**src/hw/sfrb_pkg.sv**
```systemverilog
// shared constants and opcode decoders for the flash read and buffer-load commands
`default_nettype none
package sfrb_pkg;
  // opcodes
  localparam logic [7:0] OP_CONT_FAST = 8'h0B;
  localparam logic [7:0] OP_CONT_SLOW = 8'h03;
  localparam logic [7:0] OP_PAGE_RD = 8'hD2;
  localparam logic [7:0] OP_BUF1_RD_FAST = 8'hD4;
  localparam logic [7:0] OP_BUF1_RD_SLOW = 8'hD1;
  localparam logic [7:0] OP_BUF2_RD_FAST = 8'hD6;
  localparam logic [7:0] OP_BUF2_RD_SLOW = 8'hD3;
  localparam logic [7:0] OP_BUF1_WR = 8'h84;
  localparam logic [7:0] OP_BUF2_WR = 8'h87;
  // framing
  localparam logic [12:0] HDR_BYTES = 13'h0004;
  localparam logic [1:0] ADDR_LAST = 2'h2;
  localparam logic [2:0] DUMMY_FAST = 3'h1;
  localparam logic [2:0] DUMMY_PAGE = 3'h4;
  localparam logic [2:0] DUMMY_NONE = 3'h0;
  // page and buffer geometry
  localparam logic [8:0] LAST_264 = 9'h107;
  localparam logic [8:0] LAST_256 = 9'h0FF;
  localparam int unsigned BUF_DEPTH = 264;
  // timing of the serial clock made by the host
  localparam int unsigned SYS_PERIOD_NS = 10;
  localparam int unsigned SCK_HALF_NS = 60;
  localparam int unsigned CS_GAP_NS = 60;
  localparam logic [3:0] SCK_HALF_CYC = 4'((SCK_HALF_NS + SYS_PERIOD_NS - 1) / SYS_PERIOD_NS);
  localparam logic [3:0] CS_GAP_CYC = 4'((CS_GAP_NS + SYS_PERIOD_NS - 1) / SYS_PERIOD_NS);
  // synchroniser reset pattern: {cs_n, sck, si, page_256}
  localparam logic [3:0] DEV_SYNC_RST = 4'h8;

  typedef enum logic [2:0] {
    K_NONE = 3'b000,
    K_CONT = 3'b001,
    K_PAGE = 3'b010,
    K_BUF_RD = 3'b011,
    K_BUF_WR = 3'b100
  } sfrb_kind_e;

  function automatic sfrb_kind_e op_kind(input logic [7:0] op);
    case (op)
      OP_CONT_FAST, OP_CONT_SLOW: op_kind = K_CONT;
      OP_PAGE_RD: op_kind = K_PAGE;
      OP_BUF1_RD_FAST, OP_BUF1_RD_SLOW, OP_BUF2_RD_FAST, OP_BUF2_RD_SLOW: op_kind = K_BUF_RD;
      OP_BUF1_WR, OP_BUF2_WR: op_kind = K_BUF_WR;
      default: op_kind = K_NONE;
    endcase
  endfunction

  function automatic logic [2:0] op_dummy(input logic [7:0] op);
    case (op)
      OP_CONT_FAST, OP_BUF1_RD_FAST, OP_BUF1_RD_SLOW: op_dummy = DUMMY_FAST;
      OP_BUF2_RD_FAST, OP_BUF2_RD_SLOW: op_dummy = DUMMY_FAST;
      OP_PAGE_RD: op_dummy = DUMMY_PAGE;
      default: op_dummy = DUMMY_NONE;
    endcase
  endfunction

  // high selects buffer 2
  function automatic logic op_buf2(input logic [7:0] op);
    op_buf2 = (op == OP_BUF2_RD_FAST) || (op == OP_BUF2_RD_SLOW) || (op == OP_BUF2_WR);
  endfunction
endpackage
`default_nettype wire

```
**src/hw/sfrb_if.sv**
```systemverilog
// serial link between the flash command end and the host end
`default_nettype none
interface sfrb_if;
  logic cs_n;
  logic sck;
  logic si;
  logic so;
  logic so_oe;
  logic so_line;
  // output pulled high while released
  assign so_line = so_oe ? so : 1'h1;
  modport dev (input cs_n, input sck, input si, output so, output so_oe);
  modport host (output cs_n, output sck, output si, input so_line);
endinterface
`default_nettype wire

```
**src/hw/sfrb_sync.sv**
```systemverilog
// two-flop synchroniser for pins entering the system clock domain
`default_nettype none
module sfrb_sync #(
  parameter int unsigned WIDTH = 1,
  parameter logic [WIDTH-1:0] RST_VAL = '0
) (
  input wire logic clk_sys,
  input wire logic reset,
  input wire logic [WIDTH-1:0] d,
  output logic [WIDTH-1:0] q
);
  logic [WIDTH-1:0] meta_q;

  always_ff @(posedge clk_sys) begin
    if (reset) begin
      meta_q <= RST_VAL;
      q <= RST_VAL;
    end else begin
      meta_q <= d;
      q <= meta_q;
    end
  end
endmodule // sfrb_sync
`default_nettype wire

```
**src/hw/sfrb_device.sv**
```systemverilog
// flash-side command interpreter for array reads, buffer reads and buffer writes
`default_nettype none
// Overview of operation
// chip select fall, opcode, then address bytes
// all fields shifted most significant bit first
// 0BH takes address, one dummy, then streams
// 264 mode: 11 page bits, 9 byte bits
// 256 mode: address is linear 19 bits
// 03H streams right after third address byte
// host keeps select low for whole command
// continuous read steps into next page seamlessly
// continuous read wraps array end to zero
// select rising ends read, releases output
// continuous reads never touch either buffer
// D2H takes address, four dummies, then streams
// 256 mode: upper 11 page, lower 8 byte
// page read wraps within the same page
// four buffer read opcodes, two per buffer
// host uses slow opcodes only at low rates
// buffer address uses low 9 or 8 bits
// buffer read needs exactly one dummy byte
// buffer read wraps from last to zero
// 84H writes buffer 1, 87H buffer 2
// written bytes fill successive wrapping locations
// buffer write lasts until select rises
// 264 mode ignores top four address bits
// commands cut before address end change nothing
module sfrb_device (
  input wire logic clk_sys,
  input wire logic reset,
  sfrb_if.dev link,
  input wire logic page_256,
  output logic xfer_active
);
  typedef enum logic [2:0] {
    S_CMD = 3'b000,
    S_ADDR = 3'b001,
    S_DUMMY = 3'b010,
    S_READ = 3'b011,
    S_WRITE = 3'b100,
    S_SKIP = 3'b101
  } sfrb_dev_state_e;

  logic cs_n_s;
  logic sck_s;
  logic si_s;
  logic p256_s;
  logic sck_p_q;
  logic sck_rise;
  logic sck_fall;
  sfrb_dev_state_e state_q;
  logic [2:0] bit_q;
  logic [2:0] cnt_q;
  logic [6:0] sh_q;
  logic [7:0] byte_in;
  logic byte_done;
  logic addr_done;
  logic write_done;
  logic rd_adv;
  sfrb_pkg::sfrb_kind_e kind_q;
  logic [2:0] dum_q;
  logic bsel_q;
  logic [15:0] addr_q;
  logic [23:0] addr_full;
  logic [10:0] page_q;
  logic [8:0] byte_q;
  logic [10:0] page_ld;
  logic [8:0] byte_ld;
  logic [8:0] last_byte;
  logic [7:0] rd_byte;
  logic [2:0] ocnt_q;
  logic so_q;
  logic oe_q;
  logic [7:0] buf_q [0:1][0:sfrb_pkg::BUF_DEPTH-1];

  sfrb_sync #(
    .WIDTH(4),
    .RST_VAL(sfrb_pkg::DEV_SYNC_RST)
  ) u_sync (
    .clk_sys(clk_sys),
    .reset(reset),
    .d({link.cs_n, link.sck, link.si, page_256}),
    .q({cs_n_s, sck_s, si_s, p256_s})
  );

  always_ff @(posedge clk_sys) begin
    if (reset) begin
      sck_p_q <= 1'h0;
    end else begin
      sck_p_q <= sck_s;
    end
  end

  // edges only count while selected
  assign sck_rise = ~cs_n_s & sck_s & ~sck_p_q;
  assign sck_fall = ~cs_n_s & ~sck_s & sck_p_q;
  assign byte_in = {sh_q, si_s};
  assign byte_done = sck_rise && (bit_q == 3'h7);
  assign addr_done = byte_done && (state_q == S_ADDR) && (cnt_q[1:0] == sfrb_pkg::ADDR_LAST);
  assign write_done = byte_done && (state_q == S_WRITE);
  assign rd_adv = sck_fall && (state_q == S_READ) && (ocnt_q == 3'h7);
  assign addr_full = {addr_q, byte_in};

  // command sequencing; select high restarts at the opcode
  always_ff @(posedge clk_sys) begin
    if (reset || cs_n_s) begin
      state_q <= S_CMD;
      bit_q <= 3'h0;
      cnt_q <= 3'h0;
    end else if (sck_rise) begin
      bit_q <= bit_q + 3'h1;
      if (bit_q == 3'h7) begin
        unique case (state_q)
          S_CMD: begin
            if (sfrb_pkg::op_kind(byte_in) == sfrb_pkg::K_NONE) begin
              state_q <= S_SKIP;
            end else begin
              state_q <= S_ADDR;
            end
          end
          S_ADDR: begin
            cnt_q <= cnt_q + 3'h1;
            if (cnt_q[1:0] == sfrb_pkg::ADDR_LAST) begin
              cnt_q <= 3'h0;
              if (kind_q == sfrb_pkg::K_BUF_WR) begin
                state_q <= S_WRITE;
              end else if (dum_q == sfrb_pkg::DUMMY_NONE) begin
                state_q <= S_READ;
              end else begin
                state_q <= S_DUMMY;
              end
            end
          end
          S_DUMMY: begin
            cnt_q <= cnt_q + 3'h1;
            if (cnt_q == dum_q - 3'h1) begin
              state_q <= S_READ;
            end
          end
          S_READ, S_WRITE, S_SKIP: begin
            state_q <= state_q;
          end
          default: begin
            state_q <= S_SKIP;
          end
        endcase
      end
    end
  end

  always_ff @(posedge clk_sys) begin
    if (reset) begin
      sh_q <= 7'h00;
    end else if (sck_rise) begin
      sh_q <= byte_in[6:0];
    end
  end

  // opcode attributes are latched once the opcode byte completes
  always_ff @(posedge clk_sys) begin
    if (reset) begin
      kind_q <= sfrb_pkg::K_NONE;
      dum_q <= sfrb_pkg::DUMMY_NONE;
      bsel_q <= 1'h0;
    end else if (byte_done && (state_q == S_CMD)) begin
      kind_q <= sfrb_pkg::op_kind(byte_in);
      dum_q <= sfrb_pkg::op_dummy(byte_in);
      bsel_q <= sfrb_pkg::op_buf2(byte_in);
    end
  end

  always_ff @(posedge clk_sys) begin
    if (reset) begin
      addr_q <= 16'h0000;
    end else if (byte_done && (state_q == S_ADDR)) begin
      addr_q <= {addr_q[7:0], byte_in};
    end
  end

  // split the address field per page size mode
  always_comb begin
    if (p256_s) begin
      last_byte = sfrb_pkg::LAST_256;
      page_ld = addr_full[18:8];
      byte_ld = {1'h0, addr_full[7:0]};
    end else begin
      last_byte = sfrb_pkg::LAST_264;
      page_ld = addr_full[19:9];
      byte_ld = addr_full[8:0];
    end
    // a start beyond the page end begins at byte zero
    if (byte_ld > last_byte) begin
      byte_ld = 9'h000;
    end
  end

  // read/write pointer
  always_ff @(posedge clk_sys) begin
    if (reset) begin
      page_q <= 11'h000;
      byte_q <= 9'h000;
    end else if (addr_done) begin
      page_q <= page_ld;
      byte_q <= byte_ld;
    end else if (rd_adv || write_done) begin
      if (byte_q >= last_byte) begin
        byte_q <= 9'h000;
        if (kind_q == sfrb_pkg::K_CONT) begin
          page_q <= page_q + 11'h001;
        end
      end else begin
        byte_q <= byte_q + 9'h001;
      end
    end
  end

  // main array reads a fixed content pattern; buffers are untouched by it
  always_comb begin
    if (kind_q == sfrb_pkg::K_BUF_RD) begin
      rd_byte = buf_q[bsel_q][byte_q];
    end else begin
      rd_byte = page_q[7:0] ^ byte_q[7:0] ^ {5'h00, page_q[10:8]};
    end
  end

  // write side of the buffers
  always_ff @(posedge clk_sys) begin
    if (write_done) begin
      buf_q[bsel_q][byte_q] <= byte_in;
    end
  end

  // output bits change on the falling link clock edge
  always_ff @(posedge clk_sys) begin
    if (reset || cs_n_s) begin
      so_q <= 1'h0;
      oe_q <= 1'h0;
      ocnt_q <= 3'h0;
    end else if (sck_fall && (state_q == S_READ)) begin
      so_q <= rd_byte[3'h7 - ocnt_q];
      oe_q <= 1'h1;
      ocnt_q <= ocnt_q + 3'h1;
    end
  end

  assign link.so = so_q;
  assign link.so_oe = oe_q;
  assign xfer_active = ~cs_n_s;
endmodule // sfrb_device
`default_nettype wire

```
**src/flat_wrapper.sv**
```systemverilog
// flat-port wrapper written by rule: the top's interface ports become plain ports
module sfrb_device_flat 
  (clk_sys, reset, page_256, xfer_active, link_cs_n, link_sck, link_si, link_so, link_so_oe);
  sfrb_if link_i ();
  input wire logic clk_sys;
  input wire logic reset;
  input wire logic page_256;
  output logic xfer_active;
  input wire logic [$bits(link_i.cs_n)-1:0] link_cs_n;
  input wire logic [$bits(link_i.sck)-1:0] link_sck;
  input wire logic [$bits(link_i.si)-1:0] link_si;
  output wire logic [$bits(link_i.so)-1:0] link_so;
  output wire logic [$bits(link_i.so_oe)-1:0] link_so_oe;
  assign link_i.cs_n = link_cs_n;
  assign link_i.sck = link_sck;
  assign link_i.si = link_si;
  assign link_so = link_i.so;
  assign link_so_oe = link_i.so_oe;
  sfrb_device u_core (.clk_sys(clk_sys), .reset(reset), .link(link_i), .page_256(page_256), .xfer_active(xfer_active));
endmodule
```
**config.mk**
```make
export PLATFORM = sky130hd
export DESIGN_NAME = sfrb_device_flat
export DESIGN_NICKNAME = d
export VERILOG_FILES = /design/src/hw/sfrb_pkg.sv /design/src/hw/sfrb_if.sv /design/src/hw/sfrb_sync.sv /design/src/hw/sfrb_device.sv /design/src/flat_wrapper.sv
export SDC_FILE = /design/constraint.sdc
export NUM_CORES = 2
export LEC_CHECK = 0
export BUFFER_PORTS_ARGS = -buffer_cell sky130_fd_sc_hd__buf_2
export CAP_MARGIN = 20
export CORE_MARGIN = 2
export CORE_UTILIZATION = 60
export CTS_BUF_LIST = sky130_fd_sc_hd__clkbuf_2
export DETAILED_ROUTE_END_ITERATION = 10
export HOLD_SLACK_MARGIN = 0.03
export PLACE_DENSITY_LB_ADDON = 0.1
export SETUP_SLACK_MARGIN = 0.05
export SYNTH_ARGS = -nofsm -noshare
export SYNTH_HDL_FRONTEND = slang
export SYNTH_MEMORY_MAX_BITS = 65536
export SYNTH_SLANG_ARGS = --single-unit
```
**constraint.sdc**
```tcl
create_clock -name clk_sys -period 12.46 [get_ports clk_sys]
set_input_delay 1.869 -clock clk_sys [delete_from_list [all_inputs] [get_ports clk_sys]]
set_output_delay 1.869 -clock clk_sys [all_outputs]
set_load 0.01 [all_outputs]
```
==> results.md <==
* Status: completed
* Final setup fails at 0
* Total track usage at 34.9%
* Critical Path RT at 14.49 ns
* Total gr overflow at 0
* Worst-path clk slew at 0.10 ns
* Crit path arrival time at 8.29 ns
* Hold Fails Final Rpt at 0
* Post-CTS Setup Bufs at 0
* Num CTS Buffers at 1128
* Max rail drop VDD at 83.8 µV
* Power Density at 136 mW/mm²
* Clock Skews at 0.217 ns
* Vias at 95100
* Reg power frac at 63.3%
* Crit path largest cell delay at 0.93 ns
* Initial antenna violation count at 44
* Fmax at 160 MHz
* Leak at 57.8 nW
* Yosys cell types at 80
* Switching share of total power at 22.5%
* Ys Warns at 0
* Die Y at 535 µm
* Initial DRC Count at 15000
* Worst hold path type: flip-flop to flip-flop
* HPWL after DPL at 286 mm
* Clock share of power at 36.6%
* Fin Setup TNS at 0 ns
* CP startpoint kind: flip-flop
* DR WL/cell at 36.0 µm
* Placed inst area at 0.173 mm²
* Clk buf depth at 5
* Nets at 9425
* Cells along the critical path: buf_4 -> buf_4 -> mux4_2 -> mux2i_1 -> o22ai_1 -> o31ai_1 -> nor4_1 -> a21oi_1 -> a31oi_1 -> a21oi_1 -> a211oi_2
* CTS tree: done
* Max-cap violations at 0
* Final period util at 50.2%
* Sequential element share of the synthesized area at 75.9%
* Slew Viols, Final at 0
* Syn Area/Cell at 19.7 µm²
* Post-route cell area at 0.182 mm²
* Row count at 194
* RSZ-0062 raised after global routing: false
* Syn Nets at 8606
* Synth top area share at 75.1%
* Port bufs at 8
* Die area at 0.286 mm²
* Worst path slowest cell: o31ai_1
* Clk sinks at 4293
* Post-synth top flop: edfxtp_1
* WS Path Type: flip-flop to flip-flop
* Synth cell count leaders: edfxtp_1 (4224), mux4_2 (776), nor2_1 (664)
* Initial Util at 60.4%
* Synth area leader: edfxtp_1
* Post_cts resized at 0
* Async S/R FF share, synth at 0%
* Slew @ Worst Pin at 1.45 ns
* Vias per inst at 6.90
* Psw at 5.55 mW
* Routability cong. at 0.892
* Mapped Cells at 8579
* Post-DRT Antenna Nets at 0
* Largest net degree at the start of global routing at 202
* I/O pin count at 9
* Share of layout cells above drive strength 1 at 28.0%
* EDFF count, synth at 4224
* Core outline area at 0.280 mm²
* Area contributors post-synth: edfxtp_1 (75%), mux4_2 (10%), mux2i_1 (3.4%)
* Crit Path Max Fanout at 42
* P_int at 19.1 mW
* Vias in the first global route at 93200
* DR DRC count at 0
* Post-synthesis register bit count at 4293
* Min cycle time layout at 6.25 ns
* Post-Route WL at 496 mm
* Hold Buf Count CTS at 5
* Most numerous cell in the Yosys netlist: edfxtp_1
* Relative slew slack at 3.62%
* DR pass1 iterations at 10
* Worst skew pair latency at 2.28 ns
* Clock root buffer master: clkbuf_2
* Gate power share at 0.1%
* Die Width at 535 µm
* CP endpoint kind: flip-flop
* CTS H-tree depth at 7
* Area delta synth->final at 7.54%
* First-pass GRT wire length at 691 mm
* Synth Cell Area at 0.169 mm²
-- cells in the final DEF, fill, tap and decap left out, types with 45 or more instances in the layout --
cell,count
a21oi_1,214
a221oi_1,65
a22oi_1,204
buf_4,198
clkbuf_2,1542
clkinv_1,152
dfxtp_1,54
edfxtp_1,4224
mux2_2,93
mux2i_1,582
mux4_2,776
nand2_1,242
nand3_1,89
nor2_1,654
o211ai_1,45
o21ai_0,132
o221ai_1,46
o22ai_1,58
-- state kept, by name, indices dropped and copies added, names as in the netlist, named ones only --
signal / cells
u_core.bit_q: 3
u_core.link.so_oe: 1
u_core.kind_q: 3
u_core.ocnt_q: 3
u_core.link.so: 1
u_core.state_q: 3
u_core.u_sync.q: 4
u_core.addr_q: 12
u_core.buf_q: 4224
u_core.byte_q: 9
u_core.sh_q: 7
u_core.bsel_q: 1
u_core.cnt_q: 3
u_core.dum_q: 2
u_core.sck_p_q: 1
u_core.page_q: 11
u_core.u_sync.meta_q: 4
-- layer usage --
| metal | part of all wire, % | GRT usage (%) | wire (µm) |
|---|---|---|---|
| met5 | 0.033 | 0 | 162 |
| met4 | 4.6 | 17.8 | 23000 |
| met3 | 13 | 10.5 | 63600 |
| met2 | 47 | 52.2 | 231000 |
| met1 | 36 | 47.2 | 178000 |
-- worst paths after layout --
path	startpoint	to	slack (ns)	cells past startpoint
hold / removal	u_core.u_sync.meta_q[3]$_SDFF_PP1_	u_core.u_sync.q[3]$_SDFF_PP1_	0.44	1
setup reg to reg	flip-flop	u_core.link.so$_SDFFE_PP0P_	6.21	11
hold reg to reg	u_core.u_sync.meta_q[3]$_SDFF_PP1_	u_core.u_sync.q[3]$_SDFF_PP1_	0.44	1
setup / recovery	flip-flop	u_core.link.so$_SDFFE_PP0P_	6.21	11
-- through the flow --
stage	power [mW]	cells	hold WS (ns)	setup slack, ns	util (%)
final	24.7	13800	0.436	6.21	65.0
after global routing	25.5	13700	0.367	6.07	64.9
after CTS	24.8	13700	0.215	6.31	64.9
after detailed placement	16.0	12000	0.407	6.34	61.7
after global placement	16.0	12000	0.402	6.05	61.7
after floorplan	16.0	8579	0.389	2.69	-
-- area by class of cell --
type | count | area [µm²]
Sequential cell | 4293 | 128000
Fill cell | 19500 | 97900
Multi-Input combinational cell | 3718 | 37600
Clock buffer | 1542 | 7720
Tap cell | 3724 | 4660
Timing Repair Buffer | 244 | 2210
Clock inverter | 204 | 1100
Antenna cell | 42 | 105
Inverter | 13 | 56.3
-- power groups by stage --
stage	Combinational (mW)	Sequential (mW)	Clock, mW
2_1_floorplan	0.00762	16.0	0
3_3_place_gp	0.0308	15.9	0
3_5_place_dp	0.0325	15.9	0
4_1_cts	0.0338	15.6	9.11
5_1_grt	0.0367	15.6	9.84
6_report	0.0342	15.6	9.02
-- critical path, delay by kind of cell (launching register included) --
family                 cells  cell delay (ns)
multiplexers               2             0.86
flip-flops                 1             0.91
AND/OR/NAND/NOR            1             0.29
buffers and inverters      2             1.49
AO/OA/AOI/OAI              6             2.46
-- cells by family after synthesis --
kind of cell             share of synthesized area [%]
flip-flops                                        75.9
multiplexers                                      14.7
AND/OR/NAND/NOR                                   3.10
AO/OA/AOI/OAI                                     3.92
buffers and inverters                             2.09
XOR/XNOR                                         0.109
adder cells (fa/ha/maj)                          0.156
No activity file was read; power rests on OpenSTA's default activity.
